### src/core/ump_pkg.sv
// Constants for one asynchronous serial channel: pin functions and extras.
// Assumes an APB master on pclk and a 16x oversampled bit clock.
package ump_pkg;
	localparam int          ADDR_W      = 8;
	// Register byte offsets
	localparam logic [7:0]  OFF_MODE    = 8'h00;
	localparam logic [7:0]  OFF_FLOW    = 8'h04;
	localparam logic [7:0]  OFF_CTRL    = 8'h08;
	localparam logic [7:0]  OFF_PORT    = 8'h0c;
	localparam logic [7:0]  OFF_BRG     = 8'h10;
	localparam logic [7:0]  OFF_TXBUF   = 8'h14;
	localparam logic [7:0]  OFF_RXBUF   = 8'h18;
	localparam logic [7:0]  OFF_STAT    = 8'h1c;
	localparam logic [7:0]  OFF_MASK    = 8'h20;
	// Mode register fields
	localparam int          B_ON        = 0;
	localparam int          B_EXTCLK    = 3;
	localparam int          B_ODRAIN    = 5;
	localparam int          B_SLEEP     = 7;
	// Flow register fields
	localparam int          B_RTSSEL    = 2;
	localparam int          B_FLOWOFF   = 4;
	// Control register fields
	localparam int          B_TXEN      = 0;
	localparam int          B_RXEN      = 2;
	localparam int          B_POLREV    = 5;
	localparam int          B_DATINV    = 6;
	// Port register: direction bits, then output levels
	localparam int          B_DIR_IN    = 0;
	localparam int          B_DIR_CLK   = 1;
	localparam int          B_DIR_FLOW  = 2;
	localparam int          B_OUT_IN    = 4;
	localparam int          B_OUT_CLK   = 5;
	localparam int          B_OUT_FLOW  = 6;
	// Status and mask fields, then the receive buffer valid bit
	localparam int          B_EV_TX     = 0;
	localparam int          B_EV_RX     = 1;
	localparam int          B_EV_COLL   = 2;
	localparam int          B_RXVALID   = 8;
	// Reset values and framing
	localparam logic [7:0]  RST_REG     = 8'h00;
	localparam logic [3:0]  OVS_LAST    = 4'hf;
	localparam logic [3:0]  OVS_MID     = 4'h7;
	localparam logic [3:0]  FRAME_LAST  = 4'h9;
endpackage

### src/core/ump_eng_if.sv
// Link between channel control and the serial shift engine.
// Assumes both ends sit on the same pclk domain.
`timescale 1ns/1ps
interface ump_eng_if;
	logic       tick;
	logic       tx_load;
	logic [7:0] tx_data;
	logic       tx_busy;
	logic       tx_line;
	logic       tx_done;
	logic       bit_edge;
	logic       rx_en;
	logic       rx_line;
	logic       rx_done;
	logic [7:0] rx_data;
	modport eng (input tick, tx_load, tx_data, rx_en, rx_line,
		output tx_busy, tx_line, tx_done, bit_edge, rx_done, rx_data);
	modport ctl (output tick, tx_load, tx_data, rx_en, rx_line,
		input tx_busy, tx_line, tx_done, bit_edge, rx_done, rx_data);
endinterface

### src/core/ump_engine.sv
// Serial shift engine: 8 data bits, one start and one stop bit.
// Assumes a 16x tick enable and a synchronised receive line.
`timescale 1ns/1ps
module ump_engine
	import ump_pkg::*;
(
	input  wire logic pclk,
	input  wire logic presetn,
	ump_eng_if.eng    e
);
	typedef struct packed {
		logic       tx_busy;
		logic [9:0] tx_sh;
		logic [3:0] tx_sub;
		logic [3:0] tx_cnt;
		logic       tx_done;
		logic       rx_busy;
		logic [3:0] rx_sub;
		logic [3:0] rx_cnt;
		logic [8:0] rx_sh;
		logic       rx_done;
	} ump_eng_st_t;

	ump_eng_st_t q;
	ump_eng_st_t d;

	// ************************************************
	// Next state
	// ************************************************
	always_comb
	begin
		d         = q;
		d.tx_done = 1'b0;
		d.rx_done = 1'b0;
		// Start and stop framed here, so inversion upstream spares them
		if (!q.tx_busy && e.tx_load)
		begin
			d.tx_busy = 1'b1;
			d.tx_sh   = {1'b1, e.tx_data, 1'b0};
			d.tx_sub  = 4'h0;
			d.tx_cnt  = 4'h0;
		end
		else if (q.tx_busy && e.tick)
		begin
			d.tx_sub = q.tx_sub + 4'h1;
			if (q.tx_sub == OVS_LAST)
			begin
				d.tx_sh  = {1'b1, q.tx_sh[9:1]};
				d.tx_cnt = q.tx_cnt + 4'h1;
				if (q.tx_cnt == FRAME_LAST)
				begin
					d.tx_busy = 1'b0;
					d.tx_done = 1'b1;
				end
			end
		end
		// Receive: start on low line, sample mid-bit
		if (!q.rx_busy)
		begin
			if (e.rx_en && e.tick && !e.rx_line)
			begin
				d.rx_busy = 1'b1;
				d.rx_sub  = 4'h0;
				d.rx_cnt  = 4'h0;
			end
		end
		else if (e.tick)
		begin
			d.rx_sub = q.rx_sub + 4'h1;
			if (q.rx_sub == OVS_MID)
			begin
				d.rx_cnt = q.rx_cnt + 4'h1;
				// Glitch shorter than half a bit is not a start
				if (q.rx_cnt == 4'h0 && e.rx_line)
					d.rx_busy = 1'b0;
				else if (q.rx_cnt != 4'h0)
					d.rx_sh = {e.rx_line, q.rx_sh[8:1]};
				if (q.rx_cnt == FRAME_LAST)
				begin
					d.rx_busy = 1'b0;
					d.rx_done = 1'b1;
				end
			end
		end
	end

	// ************************************************
	// State register
	// ************************************************
	always_ff @(posedge pclk or negedge presetn)
	begin
		if (!presetn)
			q <= '0;
		else
			q <= d;
	end

	// Idle line is high between frames
	assign e.tx_line  = q.tx_busy ? q.tx_sh[0] : 1'b1;
	assign e.tx_busy  = q.tx_busy;
	assign e.tx_done  = q.tx_done;
	assign e.bit_edge = q.tx_busy && e.tick && q.tx_sub == OVS_MID;
	assign e.rx_done  = q.rx_done;
	assign e.rx_data  = q.rx_sh[7:0];
endmodule

### src/core/ump_uart_chan.sv
// One serial channel in asynchronous mode: APB registers, pin functions,
// sleep filter, data inversion, polarity reversal, collision detect.
// Assumes pins are resolved outside from drive and enable signals.
//
// The register addresses and the APB slave port were left to the implementer.
`timescale 1ns/1ps
module ump_uart_chan
	import ump_pkg::*;
#(
	parameter int CHANNEL = 0
)
(
	input  wire logic              pclk,
	input  wire logic              presetn,
	input  wire logic [ADDR_W-1:0] paddr,
	input  wire logic              psel,
	input  wire logic              penable,
	input  wire logic              pwrite,
	input  wire logic [31:0]       pwdata,
	output logic      [31:0]       prdata,
	output logic                   pready,
	output logic                   pslverr,
	output logic                   irq,
	output logic                   serial_out_pin_drv,
	output logic                   serial_out_pin_oe,
	input  wire logic              serial_in_pin,
	output logic                   serial_in_pin_drv,
	output logic                   serial_in_pin_oe,
	input  wire logic              transfer_clock_pin,
	output logic                   transfer_clock_pin_drv,
	output logic                   transfer_clock_pin_oe,
	input  wire logic              flow_control_pin,
	output logic                   flow_control_pin_drv,
	output logic                   flow_control_pin_oe
);
	// ************************************************
	// Elaboration check
	// ************************************************
	if (CHANNEL < 0 || CHANNEL > 2)
		$error("CHANNEL must be 0, 1 or 2");

	localparam logic IS_CH2 = (CHANNEL == 2);

	typedef struct packed {
		logic [7:0]  mode;
		logic [7:0]  flow;
		logic [7:0]  ctrl;
		logic [7:0]  port;
		logic [7:0]  brg;
		logic [7:0]  div;
		logic [7:0]  txbuf;
		logic        tx_full;
		logic [7:0]  rxbuf;
		logic        rx_valid;
		logic [2:0]  stat;
		logic [2:0]  mask;
		logic [2:0]  sy1;
		logic [2:0]  sy2;
		logic        clk_prev;
		logic        tx_load;
		logic [31:0] rdata;
		logic        err;
	} ump_chan_st_t;

	ump_chan_st_t q;
	ump_chan_st_t d;
	ump_eng_if    eng ();

	// ************************************************
	// Helpers
	// ************************************************
	// Known register offsets; others answer with an error
	function automatic logic mapped(input logic [ADDR_W-1:0] a);
		mapped = a == OFF_MODE || a == OFF_FLOW || a == OFF_CTRL ||
			a == OFF_PORT || a == OFF_BRG || a == OFF_TXBUF ||
			a == OFF_RXBUF || a == OFF_STAT || a == OFF_MASK;
	endfunction

	// Channel 2 only: data bits flipped at the buffer boundary
	function automatic logic [7:0] inv8(input logic [7:0] v,
		input logic en);
		inv8 = en ? ~v : v;
	endfunction

	logic       wr;
	logic       rd_acc;
	logic       setup;
	logic       ext_act;
	logic       clk_rise;
	logic       src;
	logic       tick;
	logic       pol;
	logic       inv;
	logic       sleep;
	logic       cts_ok;
	logic       rts_mode;
	logic       out_lvl;
	logic       coll;
	logic       keep_rx;
	logic [2:0] ev;

	// ************************************************
	// Decode and pin functions
	// ************************************************
	always_comb
	begin
		wr       = psel && penable && pwrite;
		rd_acc   = psel && penable && !pwrite;
		setup    = psel && !penable;
		// External clock needs select set and pin input; never channel 2
		ext_act  = !IS_CH2 && q.mode[B_EXTCLK] && !q.port[B_DIR_CLK];
		clk_rise = q.sy2[1] && !q.clk_prev;
		src      = ext_act ? clk_rise : 1'b1;
		tick     = src && q.div == 8'h00;
		pol      = IS_CH2 && q.ctrl[B_POLREV];
		inv      = IS_CH2 && q.ctrl[B_DATINV];
		sleep    = !IS_CH2 && q.mode[B_SLEEP];
		// CTS is active low and only counts while the pin is input
		cts_ok   = q.flow[B_FLOWOFF] || q.flow[B_RTSSEL] ||
			q.port[B_DIR_FLOW] || !q.sy2[2];
		rts_mode = !q.flow[B_FLOWOFF] && q.flow[B_RTSSEL];
		out_lvl  = eng.tx_line ^ pol;
		// Compare the driven level with the sampled pin level
		coll     = IS_CH2 && eng.bit_edge && out_lvl != q.sy2[0];
		keep_rx  = !(sleep && !eng.rx_data[7]);
		ev       = {coll, eng.rx_done && keep_rx, q.tx_load};
	end

	// ************************************************
	// Next state
	// ************************************************
	always_comb
	begin
		d         = q;
		// Two flops on every pin input before use
		d.sy1     = {flow_control_pin, transfer_clock_pin, serial_in_pin};
		d.sy2     = q.sy1;
		d.clk_prev = q.sy2[1];
		// Bit-rate divider: tick every n+1 source pulses
		if (tick)
			d.div = q.brg;
		else if (src)
			d.div = q.div - 8'h01;
		// Buffer handed to the engine once enabled and CTS permits
		d.tx_load = q.mode[B_ON] && q.ctrl[B_TXEN] && q.tx_full &&
			cts_ok && !eng.tx_busy && !q.tx_load;
		if (q.tx_load)
			d.tx_full = 1'b0;
		// Read of receive buffer takes the valid flag away
		if (rd_acc && paddr == OFF_RXBUF)
			d.rx_valid = 1'b0;
		if (wr)
		begin
			unique case (paddr)
				OFF_MODE:  d.mode = pwdata[7:0];
				OFF_FLOW:  d.flow = pwdata[7:0];
				OFF_CTRL:  d.ctrl = pwdata[7:0];
				OFF_PORT:  d.port = pwdata[7:0];
				OFF_BRG:   d.brg  = pwdata[7:0];
				OFF_MASK:  d.mask = pwdata[2:0];
				OFF_STAT:  d.stat = q.stat & ~pwdata[2:0];
				OFF_TXBUF:
				begin
					d.txbuf   = inv8(pwdata[7:0], inv);
					d.tx_full = 1'b1;
				end
				default: ;
			endcase
		end
		// Sleep filter drops characters with a clear MSB
		if (eng.rx_done && keep_rx)
		begin
			d.rxbuf    = eng.rx_data;
			d.rx_valid = 1'b1;
		end
		// Sticky events; a set in the clearing cycle wins
		d.stat = d.stat | ev;
		// Read data captured in setup, so prdata comes from a flop
		if (setup)
		begin
			d.err   = !mapped(paddr);
			d.rdata = 32'h0000_0000;
			unique case (paddr)
				OFF_MODE:  d.rdata[7:0] = q.mode;
				OFF_FLOW:  d.rdata[7:0] = q.flow;
				OFF_CTRL:  d.rdata[7:0] = q.ctrl;
				OFF_PORT:  d.rdata[10:0] = {q.sy2, q.port};
				OFF_BRG:   d.rdata[7:0] = q.brg;
				OFF_TXBUF: d.rdata[8] = q.tx_full;
				OFF_RXBUF: d.rdata[8:0] =
					{q.rx_valid, inv8(q.rxbuf, inv)};
				OFF_STAT:  d.rdata[2:0] = q.stat;
				OFF_MASK:  d.rdata[2:0] = q.mask;
				default: ;
			endcase
		end
	end

	// ************************************************
	// State register
	// ************************************************
	always_ff @(posedge pclk or negedge presetn)
	begin
		if (!presetn)
		begin
			q      <= '0;
			q.mode <= RST_REG;
			q.flow <= RST_REG;
			q.ctrl <= RST_REG;
			q.port <= RST_REG;
			q.brg  <= RST_REG;
		end
		else
			q <= d;
	end

	// ************************************************
	// Engine
	// ************************************************
	assign eng.tick    = tick;
	assign eng.tx_load = q.tx_load;
	assign eng.tx_data = q.txbuf;
	// Receive only while the input pin is not driven as a port
	assign eng.rx_en   = q.mode[B_ON] && q.ctrl[B_RXEN] &&
		!q.port[B_DIR_IN];
	assign eng.rx_line = q.sy2[0] ^ pol;

	ump_engine u_eng (
		.pclk    (pclk),
		.presetn (presetn),
		.e       (eng)
	);

	// ************************************************
	// Bus and pin outputs
	// ************************************************
	assign prdata  = q.rdata;
	assign pslverr = q.err && psel && penable;
	assign pready  = penable;
	assign irq     = |(q.stat & q.mask);

	// High while idle unless polarity reversed; open drain only pulls low, so a high idle floats
	assign serial_out_pin_oe  = q.mode[B_ON] &&
		(!q.mode[B_ODRAIN] || !out_lvl);
	assign serial_out_pin_drv = out_lvl && !q.mode[B_ODRAIN];
	assign serial_in_pin_oe   = q.port[B_DIR_IN];
	assign serial_in_pin_drv  = q.port[B_OUT_IN];
	// Clock pin is never driven as a transfer clock in this mode
	assign transfer_clock_pin_oe  = q.port[B_DIR_CLK];
	assign transfer_clock_pin_drv = q.port[B_OUT_CLK];
	// RTS low means ready to take a character
	assign flow_control_pin_oe  = rts_mode || q.port[B_DIR_FLOW];
	assign flow_control_pin_drv = rts_mode ?
		!(q.ctrl[B_RXEN] && !q.rx_valid) : q.port[B_OUT_FLOW];
endmodule

### config.mk
export PLATFORM = sky130hd
export DESIGN_NAME = ump_uart_chan
export DESIGN_NICKNAME = d
export VERILOG_FILES = /design/src/core/ump_pkg.sv /design/src/core/ump_eng_if.sv /design/src/core/ump_engine.sv /design/src/core/ump_uart_chan.sv
export SDC_FILE = /design/constraint.sdc
export NUM_CORES = 1
export LEC_CHECK = 0
export BUFFER_PORTS_ARGS = -buffer_cell sky130_fd_sc_hd__buf_2
export CAP_MARGIN = 0
export CORE_UTILIZATION = 45
export CTS_BUF_LIST = sky130_fd_sc_hd__clkbuf_4
export DETAILED_ROUTE_END_ITERATION = 6
export GPL_ROUTABILITY_DRIVEN = 0
export MAX_ROUTING_LAYER = met4
export PLACE_DENSITY = 0.76
export SLEW_MARGIN = 15
export SYNTH_ARGS = -nofsm -noshare
export SYNTH_HDL_FRONTEND = slang
export SYNTH_SLANG_ARGS = --single-unit
### constraint.sdc
create_clock -name pclk -period 6.25 [get_ports pclk]
set_input_delay 0.625 -clock pclk [delete_from_list [all_inputs] [get_ports pclk]]
set_output_delay 0.625 -clock pclk [all_outputs]
set_load 0.01 [all_outputs]
==> summary.txt, run 1 <==
Synthesis
  – Count of synthesis-stage warnings from yosys: 0
  – Synthesized area: between 6000 and 7000 sq um
  – Count leader, synth: dfrtp_1
  – Asr flop ratio synth: 1.00
  – Top post-synthesis cells by count: 130 x dfrtp_1, 69 x mux2_2, 51 x nand2_1
  – Cell types occupying the most area after synthesis: dfrtp_1 51%, mux2_2 12%, buf_4 3.9%, o21ai_0 3.3%, nand2_1 3.0%
  – Gate count after technology mapping: between 500 and 600
  – Number of synthesized flops with an enable pin: 0
  – Adder-cell share of the synthesized area: 0.0178
  – Post-synthesis cell type with the largest combined area: dfrtp_1
  – Top_reg_cell synth: dfrtp_1
  – Multiplexer fraction of the synthesized cell area: 0.167
  – Seq cells post-synth: 130
  – Synth top area share: 0.515
  – Fraction of the yosys area taken by sequential cells: 0.515
  – Post-synthesis compound-gate area fraction: 0.104
  – Fraction of the mapped netlist area in simple logic gates: 0.128
  – Post-Synth XOR/XNOR Area: 0.00554
  – Synthesized area per cell: around 11 sq um
  – Combinational family with the most area after synthesis: multiplexers
  – Synth cell types: 60

Power
  – Cell Int Power: between 1 and 1.5 mW
  – Switching component of the power: about 420 uW
  – Max rail drop VDD: 0.174 mV
  – Logic pwr share: 0.102
  – Power share of the sequential group: 0.581
  – Sw Share: 0.270
  – Static leakage power: about 3.2 nW
  – Power density over the cells: 231 nW/um^2
  – Tot Pwr: between 1.5 and 2 mW
  – Clock network fraction of design power: 0.317

Clocking
  – Inserted Clock Buffers: 17
  – Post-CTS setup buffers: 0
  – Count of H-tree levels built during CTS: 4
  – Clock transition time at the flip-flop clock pins of the worst setup and hold paths: between 0.1 and 0.15 ns
  – Library cell used as clock root buffer: clkbuf_4
  – Maximum root-to-sink buffer count: 2
  – Post-cts resize count: 0
  – TritonCTS Sinks: 130
  – CTS tree: done
  – Worst skew pair latency: 0.56 ns
  – Hold bufs inserted after CTS: 0

Global route
  – Initial antenna violation count: 0
  – Largest net degree at the start of global routing: 71
  – Wire length of the first global-routing pass: 22.8 mm
  – Total global routing overflow: 0
  – Total routing usage reported by global routing: 0.213
  – Vias in the first global route: between 4000 and 5000

Routing
  – Routed WL: between 10 and 15 mm
  – DRC errors left: 0
  – Number of vias per cell after detailed routing: roughly 5.6
  – Average wire per cell in the routed design: 17.5 um
  – Post-DRT Antenna Nets: 0
  – Iteration-0 DRC Markers: ~240
  – Via count: 4383
  – 1st-pass router iterations: 5

Layout
  – Cell area after layout: roughly 6700 sq um
  – Post-synthesis to final-layout area growth: 6.63%
  – Layout cell share with drive strength beyond 1: 0.275
  – Count of inserted antenna diode cells: 0
  – Final cell count without fillers: a little under 800
  – Fin nets: roughly 650

Placed design
  – Number of port buffers: 45
  – DP Wirelength: around 9.6 mm
  – Placed cell area: 6510 sq um
  – Placed Cells incl. Taps: between 700 and 800

Critical path
  – Crit start category: flip-flop
  – Required time at the endpoint of the critical path: ~6.7 ns
  – Endpoint class of the critical path: flip-flop
  – Data arrival at the endpoint of the critical path: roughly 3.2 ns
  – Maximum fanout along the worst path: 10
  – Kind of critical path: reg -> reg

STA
  – Slew Viols, Final: 0
  – Summed negative setup slack over all endpoints: 0 ns
  – Maximum achievable frequency: approximately 0.36 GHz
  – Worst hold slack after final layout: 0.159 ns
  – Minimum clock period after layout: about 2.8 ns
  – Transition time of the tightest slew-check pin: between 1 and 1.5 ns
  – Number of hold violations in the final report: 0
  – Remaining max-slew budget at the tightest pin: 0.261
  – Clock skew: approximately 0.022 ns
  – Total of endpoints with negative setup slack in the final report: 0
  – Period Utilization, post-route: 0.448
  – Unrepaired setup endpoints after global routing: no

Die
  – Number of ports placed on the die boundary: 91
  – Die outline height: approximately 120 um
  – Effective utilization at floorplan: 0.470
  – Row cnt: 42
  – Total die area: 14500 sq um
  – Horiz. Die Dim: approximately 120 um
  – Placeable core area: about 13000 sq um

Hold path
  – Worst hold-check path type: in -> async

Job
  – Number of max-capacitance violations reported: 0

Outcome
  – Result of the run: completed
[state kept, by name, summed over array words and instances (netlist names), 4 cells and up]
register and cells:
u_eng.e.rx_data 8, eng.tx_data 8, d 4, q 63
u_eng.q 28, prdata 11
[placed cells by master, fill, tap and decap left out, drive strengths merged, types with 6 or more instances in the layout]
master	count
inv	16
nor2b	9
ha	9
o21ai	43
nor2	19
clkbuf	21
a21oi	12
clkinv	8
nor3	9
mux2i	11
dfrtp	130
nand3	28
conb	21
mux4	6
a2bb2oi	8
buf	46
nand2	52
nand2b	12
mux2	71
[area by class of cell]
class | count | area, sq um
clock inverter | 9 | 67.6
multi-input combinational | 379 | 2750
fill | 1212 | 6710
timing repair buffer | 46 | 235
tap | 176 | 220
inverter | 16 | 60.1
clock buffer | 21 | 158
sequential | 130 | 3250
[worst paths after layout]
path	slack, ns	depth (start not counted)	startpoint	to
worst min-delay path	0.16	1	presetn	u_eng.q[21]$_DFFE_PN0P_
min in group pclk	0.18	1	flow_control_pin	d[37]$_DFF_PN0_
max in group asynchronous	4.78	2	presetn	d[36]$_DFF_PN0_
worst min register to register	0.36	0	d[36]$_DFF_PN0_	d[34]$_DFF_PN0_
worst max register to register	3.45	7	q[65]$_DFFE_PN0P_	u_eng.e.rx_data[1]$_DFFE_PN0P_
worst max-delay path	3.45	7	q[65]$_DFFE_PN0P_	u_eng.e.rx_data[1]$_DFFE_PN0P_
[per-stage QoR]
step	util	setup slack [ns]
after floorplan	-	3.72
after global placement	0.484	3.34
after detailed placement	0.484	3.24
after CTS	0.501	3.44
after global routing	0.501	3.19
final	0.501	3.45
[power groups by stage]
| stage | logic (mW) | clock network, mW | registers [mW] |
|---|---|---|---|
| 6_report | 0.159 | 0.494 | 0.906 |
| 5_1_grt | 0.189 | 0.543 | 0.911 |
| 4_1_cts | 0.159 | 0.505 | 0.906 |
| 3_5_place_dp | 0.158 | 0 | 0.922 |
| 3_3_place_gp | 0.152 | 0 | 0.921 |
| 2_1_floorplan | 0.119 | 0 | 0.913 |
[logic make-up (layout without fill, tap and decap cells)]
family,Yosys count,count (layout)
and+or+nand+nor,158,158
DFF,130,130
AOI/OAI and AO/OA,99,99
muxes,88,88
buffers and inverters,67,92
adders and majority gates,9,9
xor gates and xnor gates,4,4
other,1,21
[layer usage]
layer  share of wire  track usage  wire (um)
met1            0.43        0.269       5880
met2            0.49        0.326       6660
met3           0.050       0.0561        686
met4           0.030       0.0918        409
met5               0            -          0
[worst max-delay path, stage by stage (launching register included)]
cell and delay (ns):
dfrtp_1 0.40, inv_1 0.12, ha_1 0.16, or3b_1 0.44
nor2_2 0.37, nand2_1 0.20, a2111oi_4 0.60, mux2_2 0.41
Power figures use the tool's default switching activity.
==> run 2, diff against run 1 <==
--- a/config.mk
+++ b/config.mk
@@ -5,6 +5,7 @@
 export SDC_FILE = /design/constraint.sdc
 export NUM_CORES = 1
 export LEC_CHECK = 0
+export ABC_AREA = 1
 export BUFFER_PORTS_ARGS = -buffer_cell sky130_fd_sc_hd__buf_2
 export CAP_MARGIN = 0
 export CORE_UTILIZATION = 45
==> constraint.sdc (replaced) <==
create_clock -name pclk -period 2.65 [get_ports pclk]
set_input_delay 0.265 -clock pclk [delete_from_list [all_inputs] [get_ports pclk]]
set_output_delay 0.265 -clock pclk [all_outputs]
set_load 0.01 [all_outputs]
==> run 2 against run 1 <==
Net effect:
- synthesized cell count is 39% higher
- clock-buffer cell count is 3 lower
- setup slack worse by 2.9 ns
- combinational power grew to 3.3 times the previous value
- sequential share of layout area is 1.9 points lower
- maximum frequency is 33% higher
- largest cell class unchanged
- largest power group unchanged
==> summary.txt, run 2 <==
Die
  – Horiz. Die Dim: 121 um (+0.70%)
  – Placeable core area: 13900 sq um (+3.2%)
  – Number of ports placed on the die boundary: 91 (unchanged)
  – Die outline height: 121 um (+0.70%)
  – Row cnt: 43 (+2.4%)
  – Total die area: 14700 sq um (+1.4%)
  – Effective utilization at floorplan: 0.462 (-0.00799)

STA
  – Slew Viols, Final: 0 (unchanged)
  – Period Utilization, post-route: 0.794 (+0.346)
  – Minimum clock period after layout: 2.10 ns (-0.694 ns)
  – Clock skew: 0.0143 ns (-0.00800 ns)
  – Unrepaired setup endpoints after global routing: no
  – Summed negative setup slack over all endpoints: 0 ns (unchanged)
  – Maximum achievable frequency: 0.475 GHz (+33%)
  – Number of hold violations in the final report: 0 (unchanged)
  – Transition time of the tightest slew-check pin: 0.709 ns (-0.383 ns)
  – Total of endpoints with negative setup slack in the final report: 0 (unchanged)
  – Remaining max-slew budget at the tightest pin: 0.527 (+0.266)

Layout
  – Fin nets: 880 (+36%)
  – Total of fill cells in the finished design: 1309 (+8.0%)
  – Post-synthesis to final-layout area growth: 9.49%
  – Commonest non-fill, non-tap cell in the layout: nand2_1
  – Biggest register: q
  – Layout cell share with drive strength beyond 1: 0.141 (-0.133)
  – Commonest cells after routing, fill and taps aside: 220 x nand2_1, 130 x dfrtp_1, 86 x o21ai_0
  – Flip-flop count of the largest register, all copies and words added: 63 (unchanged)

Critical path
  – Endpoint class of the critical path: flip-flop
  – Critical R2R Capture: u_eng.q[36]$_DFFE_PN0P_
  – Data arrival at the endpoint of the critical path: 2.60 ns (-0.63 ns)
  – Register-to-Register Path Depth: 9 (+2)
  – Required time at the endpoint of the critical path: 3.15 ns (-3.53 ns)
  – Kind of critical path: reg -> reg
  – R2R Setup Slk: 0.55 ns (-2.91 ns)
  – Crit start category: flip-flop
  – Maximum fanout along the worst path: 10 (unchanged)
  – Crit Reg-Reg Startpoint: q[65]$_DFFE_PN0P_

Synthesis
  – Asr flop ratio synth: 1.00 (unchanged)
  – Count leader, synth: nand2_1
  – Fraction of the yosys area taken by sequential cells: 0.508 (-0.00723)
  – Synth top area share: 0.508 (-0.00723)
  – Count of synthesis-stage warnings from yosys: 0 (unchanged)
  – Top_reg_cell synth: dfrtp_1
  – Synth cell types: 37 (-38%)
  – Number of synthesized flops with an enable pin: 0 (unchanged)
  – Cell types occupying the most area after synthesis: dfrtp_1 51%, nand2_1 13%, o21ai_0 6.7%, nand3_1 5.4%, buf_4 4.0%
  – Post-synthesis cell type with the largest combined area: dfrtp_1
  – Synthesized area per cell: 8.28 sq um (-27%)
  – Gate count after technology mapping: 774 (+39%)
  – Top post-synthesis cells by count: 220 x nand2_1, 130 x dfrtp_1, 86 x o21ai_0
  – Synthesized area: 6410 sq um (+1.4%)
  – Seq cells post-synth: 130 (unchanged)

Global route
  – Met3 global-route usage: 0.0456 (-0.0105)
  – Vias in the first global route: 4770 (+6.1%)
  – Initial antenna violation count: 1 (+1)
  – GRT Max-Usage Layer: met2
  – Met1 capacity usage during global routing: 0.287 (+0.0175)
  – Total global routing overflow: 0 (unchanged)
  – Largest net degree at the start of global routing: 55 (-23%)
  – Total routing usage reported by global routing: 0.219 (+0.00553)
  – Wire length of the first global-routing pass: 23.9 mm (+4.9%)
  – Met2 track demand over resource: 0.330 (+0.00447)

Clocking
  – Clock transition time at the flip-flop clock pins of the worst setup and hold paths: 0.11 ns (about the same)
  – Library cell used as clock root buffer: clkbuf_4
  – CTS tree: done
  – Count of H-tree levels built during CTS: 4 (unchanged)
  – TritonCTS Sinks: 130 (unchanged)
  – Post-CTS setup buffers: 0 (unchanged)
  – Maximum root-to-sink buffer count: 2 (unchanged)
  – Inserted Clock Buffers: 17 (unchanged)
  – Worst skew pair latency: 0.55 ns (about the same)

Hold path
  – End point of the worst hold path: q[47]$_DFFE_PN0P_
  – Hold wc startpoint: pwrite
  – Worst hold-check path type: in -> reg
  – Cells on Worst Hold Path: 3

Power
  – Power density over the cells: 573 nW/um^2 (+150%)
  – Tot Pwr: 4.02 mW (+160%)
  – Static leakage power: 3.56 nW (+10%)
  – Max rail drop VDD: 0.223 mV (+28%)

Routing
  – Post-DRT Antenna Nets: 0 (unchanged)
  – Average wire per cell in the routed design: 14.3 um (-19%)
  – Via count: 5207 (+19%)
  – 1st-pass router iterations: 5 (unchanged)
  – Routed WL: 14.5 mm (+6.4%)
  – Iteration-0 DRC Markers: 370 (+55%)
  – DRC errors left: 0 (unchanged)
  – Number of vias per cell after detailed routing: 5.13 (-9.1%)

Placed design
  – DP Wirelength: 10.3 mm (+7.1%)
  – Number of port buffers: 45 (unchanged)

Outcome
  – Result of the run: completed

Job
  – Number of max-capacitance violations reported: 0 (unchanged)
run 2: changes by cell type after synthesis, sizes merged, moves of 9 or more:
| cell | change |
|---|---|
| nand2 | +174 |
| inv | +53 |
| nand2b | -12 |
| nor2b | -9 |
| mux2i | -11 |
| mux2 | -71 |
| nor2 | +45 |
| o21ai | +56 |
| nand3 | +46 |
run 2: kinds of logic (layout without fill, tap and decap cells):
group	after synthesis	in the layout	synth area share
other	1	22	0.000585
DFF	130	130	0.508
and+or+nand+nor	375	375	0.257
adders and majority gates	9	9	0.0176
buffers and inverters	121	162	0.0951
AOI/OAI and AO/OA	130	130	0.112
xor gates and xnor gates	8	8	0.0109
run 2: per-stage QoR:
| stage | instances | cell area, sq um | util | hold slack, ns | worst slack, ns |
|---|---|---|---|---|---|
| after floorplan | 794 | 6480 | - | -0.0306 | 1.08 |
| after global placement | 980 | 6700 | 0.482 | 0.334 | 0.618 |
| after detailed placement | 980 | 6700 | 0.482 | 0.337 | 0.531 |
| after CTS | 1015 | 7020 | 0.505 | 0.0298 | 0.512 |
| after global routing | 1016 | 7020 | 0.506 | 0.0556 | 0.332 |
| final | 1016 | 7020 | 0.506 | 0.0634 | 0.545 |
run 2: critical path, cell delays in order, from the launching register on:
cell,delay (ns)
dfrtp_1,0.39
inv_1,0.11
ha_1,0.17
nand2_2,0.09
nor2_8,0.21
nand3_1,0.31
o21ai_1,0.41
buf_4,0.23
nand2_1,0.07
nand2_1,0.06
run 2: worst max path at each step:
stage                              end               from  slack (ns)
3_3_place_gp   u_eng.q[35]$_DFFE_PN0P_  q[65]$_DFFE_PN0P_        0.62
6_report       u_eng.q[36]$_DFFE_PN0P_  q[65]$_DFFE_PN0P_        0.55
4_1_cts        u_eng.q[36]$_DFFE_PN0P_  q[65]$_DFFE_PN0P_        0.51
3_5_place_dp   u_eng.q[36]$_DFFE_PN0P_  q[65]$_DFFE_PN0P_        0.53
2_1_floorplan   u_eng.q[9]$_DFFE_PN0P_  q[65]$_DFFE_PN0P_        1.08
5_1_grt        u_eng.q[36]$_DFFE_PN0P_  q[65]$_DFFE_PN0P_        0.33
run 2: cell type report:
cell class | count | area (sq um) | area share
Antenna cell | 1 | 2.50 | 0.000357
Clock buffer | 18 | 135 | 0.0193
Clock inverter | 13 | 144 | 0.0205
Inverter | 70 | 265 | 0.0378
Multi-Input combinational cell | 543 | 2620 | 0.374
Sequential cell | 130 | 3250 | 0.464
Tap cell | 180 | 225 | 0.0321
Timing Repair Buffer | 61 | 370 | 0.0528
run 2: where the power goes:
| group | total (mW) | internal (mW) | switching [mW] |
|---|---|---|---|
| Sequential | 2.15 | 2.08 | 0.0712 |
| Combinational | 0.519 | 0.177 | 0.342 |
| Clock | 1.36 | 0.642 | 0.714 |
run 2: routing by layer:
layer	share of wire	vias up
li1	-	2546
met1	0.46	2461
met2	0.47	176
met3	0.057	24
met4	0.018	0
met5	0	-
run 2: what timing repair did:
| item | CTS | global route |
|---|---|---|
| setup endpoints to repair | 0 | 0 |
| endpoints found under the hold margin | 53 | 0 |
| resized for setup | 0 | 0 |
| hold buffers | 4 | 0 |
